**src/design/bridge_ctrl_pkg.sv**
```systemverilog
// Overview of operation
// - bits 31:28 reserved, writes ignored, read as zero
// - bit 27 set: discard timer expiry pulls primary system error low
// - bit 27 has no effect in PCI-X mode
// - bit 26 sets on discard error, write one clears, zero in PCI-X
// - bit 25 picks secondary discard length, long or short, ignored in PCI-X
// - bit 24 picks primary discard length, long or short, ignored in PCI-X
// - bit 23 read-only zero, no fast back-to-back cycles
// - bit 22 set holds the secondary bus reset asserted
// - bit 21 clear: master aborts unreported, reads all-ones, writes dropped
// - bit 21 set: target abort if possible, else system error if enabled
// - PCI-X non-posted master abort returns a split completion message
// - bit 19 clear: VGA addresses forwarded only inside programmed windows
// - bit 19 set: VGA addresses forwarded whenever I/O or memory enabled
// - bit 18 clear: all I/O inside base/limit forwarded downstream
// - bit 18 set: in-window I/O in first 64KB forwarded upstream
// - bit 17 set: secondary system error passed to primary system error
// - bit 16 set enables secondary parity error detection
// - bit 20 reserved, reads as zero
package bridge_ctrl_pkg;
  localparam logic [7:0]  BRIDGE_CONTROL_OFS = 8'h3c;
  localparam int          CTRL_LSB           = 16;
  localparam int          CTRL_W             = 16;
  localparam int          BIT_PAR_EN         = 0;
  localparam int          BIT_SSERR_FWD      = 1;
  localparam int          BIT_ISA_EN         = 2;
  localparam int          BIT_VGA_EN         = 3;
  localparam int          BIT_RSVD20         = 4;
  localparam int          BIT_MA_MODE        = 5;
  localparam int          BIT_SEC_RST        = 6;
  localparam int          BIT_FBB            = 7;
  localparam int          BIT_PRI_SHORT      = 8;
  localparam int          BIT_SEC_SHORT      = 9;
  localparam int          BIT_DT_STATUS      = 10;
  localparam int          BIT_DT_SERR_EN     = 11;
  // plain read/write bits; 26 is write-one-clear, the rest stay zero
  localparam logic [15:0] CTRL_RW_MASK       = 16'h0b6f;
  localparam logic [15:0] CTRL_RESET         = 16'h0000;
  localparam int          TIMER_W            = 16;
  localparam logic [15:0] DISCARD_SHORT      = 16'h0400;
  localparam int          LONG_DISCARD_DEF   = 32768;
  localparam logic [31:0] ALL_ONES           = 32'hffffffff;
  localparam logic [31:0] VGA_MEM_LO         = 32'h000a0000;
  localparam logic [31:0] VGA_MEM_HI         = 32'h000bffff;
  localparam logic [9:0]  VGA_IO_A_LO        = 10'h3b0;
  localparam logic [9:0]  VGA_IO_A_HI        = 10'h3bb;
  localparam logic [9:0]  VGA_IO_B_LO        = 10'h3c0;
  localparam logic [9:0]  VGA_IO_B_HI        = 10'h3df;
  localparam logic [15:0] IO_64K_TOP         = 16'h0000;
endpackage

```
**src/design/vga_isa_decode.sv**
```systemverilog
`timescale 1ns/100ps
`default_nettype none
module vga_isa_decode (
  input  wire logic        is_io_in,
  input  wire logic [31:0] addr_in,
  input  wire logic        window_hit_in,
  input  wire logic        io_enable_in,
  input  wire logic        mem_enable_in,
  input  wire logic        vga_enable_in,
  input  wire logic        isa_enable_in,
  output wire logic        fwd_down_out,
  output wire logic        fwd_up_isa_out
);
  wire logic [9:0] io_low10;
  wire logic       vga_io;
  wire logic       vga_mem;
  wire logic       in_first_64k;
  wire logic       isa_up;
  wire logic       io_down;
  wire logic       mem_down;

  // upper address bits are ignored so every 10-bit alias matches
  assign io_low10 = addr_in[9:0];
  assign vga_io = ((io_low10 >= bridge_ctrl_pkg::VGA_IO_A_LO) &&
                   (io_low10 <= bridge_ctrl_pkg::VGA_IO_A_HI)) ||
                  ((io_low10 >= bridge_ctrl_pkg::VGA_IO_B_LO) &&
                   (io_low10 <= bridge_ctrl_pkg::VGA_IO_B_HI));
  assign vga_mem = (addr_in >= bridge_ctrl_pkg::VGA_MEM_LO) &&
                   (addr_in <= bridge_ctrl_pkg::VGA_MEM_HI);
  assign in_first_64k = (addr_in[31:16] == bridge_ctrl_pkg::IO_64K_TOP);
  assign isa_up = isa_enable_in && window_hit_in && in_first_64k;
  // VGA forwarding beats the ISA upstream steering
  assign io_down = io_enable_in &&
                   ((window_hit_in && !isa_up) ||
                    (vga_enable_in && vga_io));
  assign mem_down = mem_enable_in &&
                    (window_hit_in || (vga_enable_in && vga_mem));
  assign fwd_down_out = is_io_in ? io_down : mem_down;
  assign fwd_up_isa_out = is_io_in && isa_up && !(vga_enable_in && vga_io);
endmodule
`default_nettype wire

```
**src/design/bridge_control_register.sv**
```systemverilog
`timescale 1ns/100ps
`default_nettype none
module bridge_control_register #(
  parameter int LONG_DISCARD_CYCLES = bridge_ctrl_pkg::LONG_DISCARD_DEF
) (
  input  wire logic        ref_clk_in,
  input  wire logic        rst_n_in,
  // configuration access from the primary bus target
  input  wire logic        cfg_wr_in,
  input  wire logic        cfg_rd_in,
  input  wire logic [7:0]  cfg_addr_in,
  input  wire logic [3:0]  cfg_be_in,
  input  wire logic [31:0] cfg_wdata_in,
  output logic      [31:0] cfg_rdata_out,
  output logic             cfg_rvalid_out,
  // bridge mode and command register bits
  input  wire logic        primary_pcix_in,
  input  wire logic        secondary_pcix_in,
  input  wire logic        serr_enable_in,
  input  wire logic        io_enable_in,
  input  wire logic        mem_enable_in,
  // discard timers
  input  wire logic        primary_discard_expired_in,
  input  wire logic        secondary_discard_expired_in,
  output logic      [15:0] primary_discard_limit_out,
  output logic      [15:0] secondary_discard_limit_out,
  // system error pins
  input  wire logic        secondary_system_error_n_in,
  output logic             primary_system_error_n_out,
  output logic             secondary_bus_reset_n_out,
  // master abort handling
  input  wire logic        master_abort_in,
  input  wire logic        master_abort_read_in,
  input  wire logic        master_abort_posted_in,
  input  wire logic        target_abort_possible_in,
  output logic             ma_target_abort_out,
  output logic             ma_all_ones_out,
  output logic             ma_discard_write_out,
  output logic             ma_split_complete_out,
  output logic             fast_b2b_enable_out,
  // address forwarding decision
  input  wire logic        fwd_valid_in,
  input  wire logic        fwd_is_io_in,
  input  wire logic [31:0] fwd_addr_in,
  input  wire logic        fwd_window_hit_in,
  output logic             fwd_down_out,
  output logic             fwd_up_isa_out,
  // secondary parity
  input  wire logic        secondary_parity_error_in,
  output logic             secondary_parity_error_out
);
  localparam logic [15:0] LONG_LIMIT = LONG_DISCARD_CYCLES[15:0];

  logic [15:0] ctrl_q;
  logic [31:0] rdata_q;
  logic        rvalid_q;
  logic        sserr_meta_q;
  logic        sserr_sync_q;
  logic        pserr_n_q;
  logic        sec_rst_n_q;
  logic [15:0] pri_limit_q;
  logic [15:0] sec_limit_q;
  logic        ma_tabort_q;
  logic        ma_ones_q;
  logic        ma_drop_q;
  logic        ma_split_q;
  logic        fwd_down_q;
  logic        fwd_up_q;
  logic        par_err_q;

  wire logic        addr_hit;
  wire logic        wr_hit;
  wire logic        rd_hit;
  wire logic [15:0] lane_wr;
  wire logic        dt_expired;
  wire logic        dt_set;
  wire logic        dt_clear;
  wire logic        dt_serr;
  wire logic        sserr_fwd;
  wire logic        ma_report;
  wire logic        ma_serr;
  wire logic        pserr_assert;
  wire logic [31:0] read_word;
  wire logic        dec_down;
  wire logic        dec_up;
  wire logic [15:0] ctrl_d;
  wire logic        pri_short;
  wire logic        sec_short;
  wire logic [15:0] pri_limit_d;
  wire logic [15:0] sec_limit_d;
  wire logic        ma_quiet;
  wire logic        ma_tabort_d;
  wire logic        ma_ones_d;
  wire logic        ma_drop_d;
  wire logic        ma_split_d;
  wire logic        fwd_down_d;
  wire logic        fwd_up_d;
  wire logic        par_err_d;

  assign addr_hit = (cfg_addr_in == bridge_ctrl_pkg::BRIDGE_CONTROL_OFS);
  assign wr_hit = cfg_wr_in && addr_hit;
  assign rd_hit = cfg_rd_in && addr_hit;
  // byte lane 2 covers bits 23:16, lane 3 covers bits 31:24
  assign lane_wr = {{8{wr_hit && cfg_be_in[3]}}, {8{wr_hit && cfg_be_in[2]}}};

  // plain read/write bits; reserved and read-only bits never load
  genvar i;
  generate
    for (i = 0; i < bridge_ctrl_pkg::CTRL_W; i++) begin : g_bit
      if (bridge_ctrl_pkg::CTRL_RW_MASK[i]) begin : g_rw
        assign ctrl_d[i] = lane_wr[i] ?
                           cfg_wdata_in[bridge_ctrl_pkg::CTRL_LSB + i] :
                           ctrl_q[i];
      end else if (i == bridge_ctrl_pkg::BIT_DT_STATUS) begin : g_w1c
        // hardware set wins over a clear in the same cycle
        assign ctrl_d[i] = primary_pcix_in ? 1'b0 :
                           (dt_set || (ctrl_q[i] && !dt_clear));
      end else begin : g_ro
        assign ctrl_d[i] = 1'b0;
      end
    end
  endgenerate

  assign dt_expired = primary_discard_expired_in || secondary_discard_expired_in;
  assign dt_set = dt_expired;
  assign dt_clear = lane_wr[bridge_ctrl_pkg::BIT_DT_STATUS] &&
                    cfg_wdata_in[bridge_ctrl_pkg::CTRL_LSB +
                                 bridge_ctrl_pkg::BIT_DT_STATUS];
  assign dt_serr = dt_expired && !primary_pcix_in &&
                   ctrl_q[bridge_ctrl_pkg::BIT_DT_SERR_EN];

  // the synchroniser output, not its first stage, feeds the forwarding term
  assign sserr_fwd = !sserr_sync_q &&
                     ctrl_q[bridge_ctrl_pkg::BIT_SSERR_FWD];

  assign ma_report = master_abort_in && !primary_pcix_in &&
                     ctrl_q[bridge_ctrl_pkg::BIT_MA_MODE];
  assign ma_serr = ma_report && !target_abort_possible_in &&
                   serr_enable_in;
  assign pserr_assert = dt_serr || sserr_fwd || ma_serr;

  // a PCI-X interface ignores its length bit, so the long default stays there
  assign pri_short = ctrl_q[bridge_ctrl_pkg::BIT_PRI_SHORT] && !primary_pcix_in;
  assign sec_short = ctrl_q[bridge_ctrl_pkg::BIT_SEC_SHORT] && !secondary_pcix_in;
  assign pri_limit_d = pri_short ? bridge_ctrl_pkg::DISCARD_SHORT : LONG_LIMIT;
  assign sec_limit_d = sec_short ? bridge_ctrl_pkg::DISCARD_SHORT : LONG_LIMIT;

  assign ma_quiet = master_abort_in && !primary_pcix_in &&
                    !ctrl_q[bridge_ctrl_pkg::BIT_MA_MODE];
  assign ma_tabort_d = ma_report && target_abort_possible_in;
  assign ma_ones_d = ma_quiet && master_abort_read_in;
  assign ma_drop_d = ma_quiet && !master_abort_read_in;
  assign ma_split_d = master_abort_in && primary_pcix_in &&
                      !master_abort_posted_in;

  assign fwd_down_d = fwd_valid_in && dec_down;
  assign fwd_up_d = fwd_valid_in && dec_up;
  assign par_err_d = secondary_parity_error_in &&
                     ctrl_q[bridge_ctrl_pkg::BIT_PAR_EN];

  // interrupt line and pin bytes live elsewhere and read zero here
  assign read_word = {ctrl_q, 16'h0000};

  vga_isa_decode u_decode (
    .is_io_in       (fwd_is_io_in),
    .addr_in        (fwd_addr_in),
    .window_hit_in  (fwd_window_hit_in),
    .io_enable_in   (io_enable_in),
    .mem_enable_in  (mem_enable_in),
    .vga_enable_in  (ctrl_q[bridge_ctrl_pkg::BIT_VGA_EN]),
    .isa_enable_in  (ctrl_q[bridge_ctrl_pkg::BIT_ISA_EN]),
    .fwd_down_out   (dec_down),
    .fwd_up_isa_out (dec_up)
  );

  always_ff @(posedge ref_clk_in) begin
    if (!rst_n_in) begin
      ctrl_q <= bridge_ctrl_pkg::CTRL_RESET;
    end else begin
      ctrl_q <= ctrl_d;
    end
  end

  always_ff @(posedge ref_clk_in) begin
    if (!rst_n_in) begin
      rdata_q <= 32'h00000000;
      rvalid_q <= 1'b0;
    end else begin
      rdata_q <= rd_hit ? read_word : 32'h00000000;
      rvalid_q <= rd_hit;
    end
  end

  always_ff @(posedge ref_clk_in) begin
    if (!rst_n_in) begin
      sserr_meta_q <= 1'b1;
      sserr_sync_q <= 1'b1;
    end else begin
      sserr_meta_q <= secondary_system_error_n_in;
      sserr_sync_q <= sserr_meta_q;
    end
  end

  always_ff @(posedge ref_clk_in) begin
    if (!rst_n_in) begin
      pserr_n_q <= 1'b1;
      sec_rst_n_q <= 1'b0;
    end else begin
      pserr_n_q <= !pserr_assert;
      sec_rst_n_q <= !ctrl_q[bridge_ctrl_pkg::BIT_SEC_RST];
    end
  end

  always_ff @(posedge ref_clk_in) begin
    if (!rst_n_in) begin
      pri_limit_q <= LONG_LIMIT;
      sec_limit_q <= LONG_LIMIT;
    end else begin
      pri_limit_q <= pri_limit_d;
      sec_limit_q <= sec_limit_d;
    end
  end

  always_ff @(posedge ref_clk_in) begin
    if (!rst_n_in) begin
      ma_tabort_q <= 1'b0;
      ma_ones_q <= 1'b0;
      ma_drop_q <= 1'b0;
      ma_split_q <= 1'b0;
    end else begin
      ma_tabort_q <= ma_tabort_d;
      ma_ones_q <= ma_ones_d;
      ma_drop_q <= ma_drop_d;
      ma_split_q <= ma_split_d;
    end
  end

  always_ff @(posedge ref_clk_in) begin
    if (!rst_n_in) begin
      fwd_down_q <= 1'b0;
      fwd_up_q <= 1'b0;
    end else begin
      fwd_down_q <= fwd_down_d;
      fwd_up_q <= fwd_up_d;
    end
  end

  always_ff @(posedge ref_clk_in) begin
    if (!rst_n_in) begin
      par_err_q <= 1'b0;
    end else begin
      par_err_q <= par_err_d;
    end
  end

  assign cfg_rdata_out = rdata_q;
  assign cfg_rvalid_out = rvalid_q;
  assign primary_discard_limit_out = pri_limit_q;
  assign secondary_discard_limit_out = sec_limit_q;
  assign primary_system_error_n_out = pserr_n_q;
  assign secondary_bus_reset_n_out = sec_rst_n_q;
  assign ma_target_abort_out = ma_tabort_q;
  assign ma_all_ones_out = ma_ones_q;
  assign ma_discard_write_out = ma_drop_q;
  assign ma_split_complete_out = ma_split_q;
  // bit 23 is a constant zero register bit, so this output never rises
  assign fast_b2b_enable_out = ctrl_q[bridge_ctrl_pkg::BIT_FBB];
  assign fwd_down_out = fwd_down_q;
  assign fwd_up_isa_out = fwd_up_q;
  assign secondary_parity_error_out = par_err_q;
endmodule
`default_nettype wire

```
**config.mk**
```make
export PLATFORM = sky130hd
export DESIGN_NAME = bridge_control_register
export DESIGN_NICKNAME = d
export VERILOG_FILES = /design/src/design/bridge_ctrl_pkg.sv /design/src/design/vga_isa_decode.sv /design/src/design/bridge_control_register.sv
export SDC_FILE = /design/constraint.sdc
export NUM_CORES = 1
export LEC_CHECK = 0
export ABC_AREA = 1
export BUFFER_PORTS_ARGS = -buffer_cell sky130_fd_sc_hd__buf_2
export CAP_MARGIN = 20
export CORE_MARGIN = 8
export CORE_UTILIZATION = 38
export DETAILED_ROUTE_END_ITERATION = 8
export MAX_ROUTING_LAYER = met4
export PLACE_DENSITY = 0.85
export SETUP_SLACK_MARGIN = 0.5
export SLEW_MARGIN = 30
export SYNTH_ARGS = -nofsm -noshare
export SYNTH_HDL_FRONTEND = slang
export SYNTH_SLANG_ARGS = --single-unit
```
**constraint.sdc**
```tcl
create_clock -name ref_clk_in -period 1.9 [get_ports ref_clk_in]
set_clock_uncertainty 0.2 [all_clocks]
set_input_delay 0.285 -clock ref_clk_in [delete_from_list [all_inputs] [get_ports ref_clk_in]]
set_output_delay 0.285 -clock ref_clk_in [all_outputs]
set_load 0.01 [all_outputs]
```
* Word-level counts from Yosys, hierarchy flattened
Index checks and enable logic that the tools add are counted. W data, S select, Z words.
Storage, ports and cells: register bits after elaboration 92, bits of input ports 96, word-level logic and storage cells 89
Operators by class: $lt $le $gt $ge 6, eq/ne operators 1, muxes and demuxes 3, bitwise logic cells 1, reduce and logical (&&, ||, !) cells 58
Operator list (count):
- $logic_and A1 B1 Y1 | 36
- $ge A32 B20 Y1 const B | 1
- $le A32 B20 Y1 const B | 1
- $mux W16 | 2
- $ge A10 B10 Y1 const B | 2
- $le A10 B10 Y1 const B | 2
- $logic_not A16 Y1 | 1
- $logic_not A1 Y1 | 12
- $eq A8 B6 Y1 const B | 1
- $logic_or A1 B1 Y1 | 7
- $reduce_and A2 Y1 | 1
- $reduce_or A2 Y1 | 1
- $mux W1 | 1
- $not A1 Y1 | 1

* Longest topological paths before layout
depth in word-level cells 8, depth in mapped cells 8, depth with buffers taken out 8

* Hierarchy
Synthesis repeated with hierarchy kept, for this count alone.
Unflattened totals: cell total of the unflattened synthesis 235, area total of the unflattened synthesis 1751.7 µm²
Modules (own cells, without submodules):
- bridge_control_register | instances 1, cells each 193, area each 1559.0 µm², sequential area each 720.7 µm²
- vga_isa_decode | instances 1, cells each 42, area each 192.7 µm², sequential area each 0.0 µm²

* Worst setup path after synthesis
OpenSTA, ideal clock, no wires.
path kind input -> register, start input port cfg_addr_in[1], end register ctrl_q[1], arrival time 0.932 ns, required time 1.584 ns, setup slack 0.652 ns, stages 6, buffers on the path 0, cells stage by stage nor2_1 nand2_1 nor2_4 nand3_4 o21ai_0 nor2_1
Between the ends: longest elaborated chain between the ends 3
Ends and longest elaborated chain:
- start, declared | line bridge_control_register.sv:11 | input wire logic [7:0] cfg_addr_in,
- $eq A8 B6 Y1 | line bridge_control_register.sv:100 | assign addr_hit = (cfg_addr_in == bridge_ctrl_pkg::BRIDGE_CONTROL_OFS);
- $logic_and A1 B1 Y1 | line bridge_control_register.sv:101 | assign wr_hit = cfg_wr_in && addr_hit;
- $logic_and A1 B1 Y1 | line bridge_control_register.sv:104 | assign lane_wr = {{8{wr_hit && cfg_be_in[3]}}, {8{wr_hit && cfg_be_in[2]}}};
- end signal, assigned | line bridge_control_register.sv:178 | ctrl_q <= bridge_ctrl_pkg::CTRL_RESET;
- end signal, assigned | line bridge_control_register.sv:180 | ctrl_q <= ctrl_d;
- end, declared | line bridge_control_register.sv:54 | logic [15:0] ctrl_q;
Every way passes these cells. A chain may end at the register's enable or synchronous reset.

* Worst setup path in the final report
start register ctrl_q[2], end register fwd_down_q, in the netlist fwd_down_out
Between the ends: longest elaborated chain between the ends 8
Ends and longest elaborated chain:
- $logic_and A1 B1 Y1 (2 in a row) | line vga_isa_decode.sv:31 | assign isa_up = isa_enable_in && window_hit_in && in_first_64k;
- $logic_not A1 Y1 | line vga_isa_decode.sv:34 | ((window_hit_in && !isa_up) ||
- $logic_and A1 B1 Y1 | line vga_isa_decode.sv:34
- $logic_or A1 B1 Y1 | line vga_isa_decode.sv:34
- $logic_and A1 B1 Y1 | line vga_isa_decode.sv:33 | assign io_down = io_enable_in &&
- $mux W1 | line vga_isa_decode.sv:38 | assign fwd_down_out = is_io_in ? io_down : mem_down;
- $logic_and A1 B1 Y1 | line bridge_control_register.sv:156 | assign fwd_down_d = fwd_valid_in && dec_down;
- end signal, assigned | line bridge_control_register.sv:243 | fwd_down_q <= fwd_down_d;
- end, declared | line bridge_control_register.sv:67 | logic fwd_down_q;
Every way passes these cells.

==> flow_summary.yaml <==
outcome:
  outcome: "finished clean"
synthesis:
  async_flop_share_pct: 0
  synth_warnings: 0
  synth_area_sq_um: 1710
  synth-main-ff-cell: "dfxtp_1"
  ys_ff_latch: 36
  ys_types: 25
  synth_edf_count: 0
  ys_seq_area_share_pct: 42.3
  netlist_instances: 220
  synth_area_per_cell_sq_um: 7.75
floorplanning:
  core-area_sq_um: 4350
  die_h_um: 83.0
  rows: 24
  die_x_um: 83.0
  ios: 171
  die-area_sq_um: 6890
  start_util_pct: 39.2
detailed_routing:
  via_per_inst: 4.04
  drc_errors: 0
  wl_per_cell_um: 11.2
  finalWirelength_um: 4130
  initialDrtViolationCount: 83
  drt-pass1-iter-count: 4
  ant_nets: 0
  vias: 1487
layout:
  fill_cells: 418
  layout.cells.non_filler: 368
  fin_util_pct: 49.0
  antenna_cells: 0
  layout_common_cells: "buf_2, conb_1, nor2_1, dfxtp_1, inv_1"
  nNetsFinal: 411
  drive_above_1_share_pct: 33.2
  synthToLayoutAreaGrowth_pct: 25.1
  multiInputGateArea_sq_um: 678
  final_common_cell: "buf_2"
  regArea_sq_um: 722
worst_hold_path:
  min-delay-path-class: "in2reg"
cts:
  cts_root_buf: "clkbuf_8"
  clkSinkCount: 36
  cts_buffers: 5
  cts_max_path_buffers: 2
  post-cts-setup-buffers: 0
  cts_tree: "yes"
  clkLatencyLatePin_ns: 0.29
  cts.clk_slew.worst_paths_ns: 0.07
  cts.htree.levels: 2
setup_path:
  critPathBufInv: 1
  critPathKind: "reg2reg"
  path_common_cell: "nand3_1"
  crit_slowest_cell: "dfxtp_2"
  r2r_slack_ns: 0.64
  startpoint_type: "flip-flop"
  critical_path.max_fanout: 2
  end_kind: "flip-flop"
  cp.arrival_ns: 1.24
  crit_family: "simple AND/OR/NAND/NOR gates"
  path_cells: "inv_1, or2_2, nor2_2, nand3_1, nand3_1, nand2_1"
  slowest_delay_ns: 0.32
  cp_data_required_time_ns: 1.88
global_routing:
  grt_antenna_before_repair: 0
  grt_max_degree: 17
  grt_pass1_vias: 1614
  grt-ovfl-total: 0
  grt_usage_pct: 12.1
  grt_pass1_wl_um: 6790
power:
  p_per_area_nw_per_um2: 696
  ir_worst_vdd_mv: 0.256
  power.static_leakage_nw: 1.10
  finalPower_mw: 1.48
timing:
  rsz0062_at_grt: "false"
  worst_slack_ns: 0.637
  timing_hold_violations_final: 0
  post-route-period-util_pct: 66.5
  maxSlewViolCount: 0
  finalSetupTns_ns: 0
  period_minus_slack_ns: 1.26
  finalSetupViolCount: 0
  clock.fmax_mhz: 792
place:
  post-dp-hpwl_um: 3510
  dp_cells: 356
  io_buffers: 87
  preCtsSetupSlack_ns: 0.424
  routabilityCongestion: 0.750
flow_run:
  max_cap_viol_count: 0
==> synthesized netlist by cell type (2+ instances only) <==
| cell | n | area share, % |
|---|---|---|
| or2_2 | 3 | 1.1 |
| nand3_1 | 8 | 2.3 |
| o21ai_1 | 2 | 0.59 |
| nor2_1 | 48 | 11 |
| nor3_1 | 3 | 0.88 |
| nand4_1 | 2 | 0.73 |
| dfxtp_1 | 36 | 42 |
| buf_4 | 51 | 22 |
| inv_1 | 23 | 5.1 |
| o21ai_0 | 7 | 2.1 |
| nand3_2 | 2 | 1.2 |
| nand2_1 | 22 | 4.8 |
==> logic make-up after synthesis <==
logic type / count (synthesis) / share of synthesized area (%)
flip-flops: 36 / 42.3
AO/OA/AOI/OAI: 11 / 3.45
buffers and inverters: 78 / 29.1
other: 1 / 0.220
AND/OR/NAND/NOR: 94 / 24.9
==> state kept, by name, indices dropped and copies added, names as in the netlist <==
signal                       flops
cfg_rdata_out                   10
cfg_rvalid_out                   1
ctrl_q                          10
fwd_down_out                     1
fwd_up_isa_out                   1
ma_all_ones_out                  1
ma_discard_write_out             1
ma_split_complete_out            1
ma_target_abort_out              1
primary_discard_limit_out        2
primary_system_error_n_out       1
secondary_bus_reset_n_out        1
secondary_discard_limit_out      2
secondary_parity_error_out       1
sserr_meta_q                     1
sserr_sync_q                     1
==> through the flow <==
| step | hold slack (ns) | cell area (sq um) |
|---|---|---|
| finish | 0.0184 | 2130 |
| global route | 0.0273 | 2130 |
| CTS | 0.00807 | 2130 |
| detailed placement | 0.228 | 2000 |
| global placement | 0.198 | 2000 |
| floorplan | 0.157 | 1890 |
==> area by class of cell <==
| type | count | area share (%) |
|---|---|---|
| sequential | 36 | 33.8 |
| multi-input combinational | 156 | 31.8 |
| timing repair buffer | 91 | 22.3 |
| inverter | 25 | 4.63 |
| clock buffer | 7 | 4.05 |
| tap | 52 | 3.05 |
| clock inverter | 1 | 0.352 |
==> worst min-delay path, stage by stage <==
cell     delay (ns)
buf_2          0.10
nand2_1        0.05
nor2_1         0.03
==> final timing paths <==
path	to	depth (start not counted)	start
setup / recovery	fwd_down_out	6	ctrl_q[2]
hold / removal	secondary_parity_error_out	3	secondary_parity_error_in
setup reg to reg	fwd_down_out	6	ctrl_q[2]
hold reg to reg	cfg_rdata_out[26]	2	ctrl_q[10]
==> per-layer routing <==
layer  up-vias  GRT usage [%]  routed length [um]  share of wire (%)
met2        88           20.3                1970                 48
met3         9           5.08                 370                9.0
li1        762              -                   -                  -
met5         -              -                   0                  0
met1       628           11.5                1700                 41
met4         0           6.39                  93                2.3
==> what timing repair did <==
action,4_1_cts,5_1_grt
hold endpoints to repair,5,0
hold buffers,4,0
resized for setup,0,2
setup endpoints to repair,0,1
==> power by group <==
| part | internal, mW | switching [mW] |
|---|---|---|
| combinational | 0.0668 | 0.101 |
| sequential | 0.761 | 0.00214 |
| clock | 0.294 | 0.259 |
(Power assumes the default switching activity.)
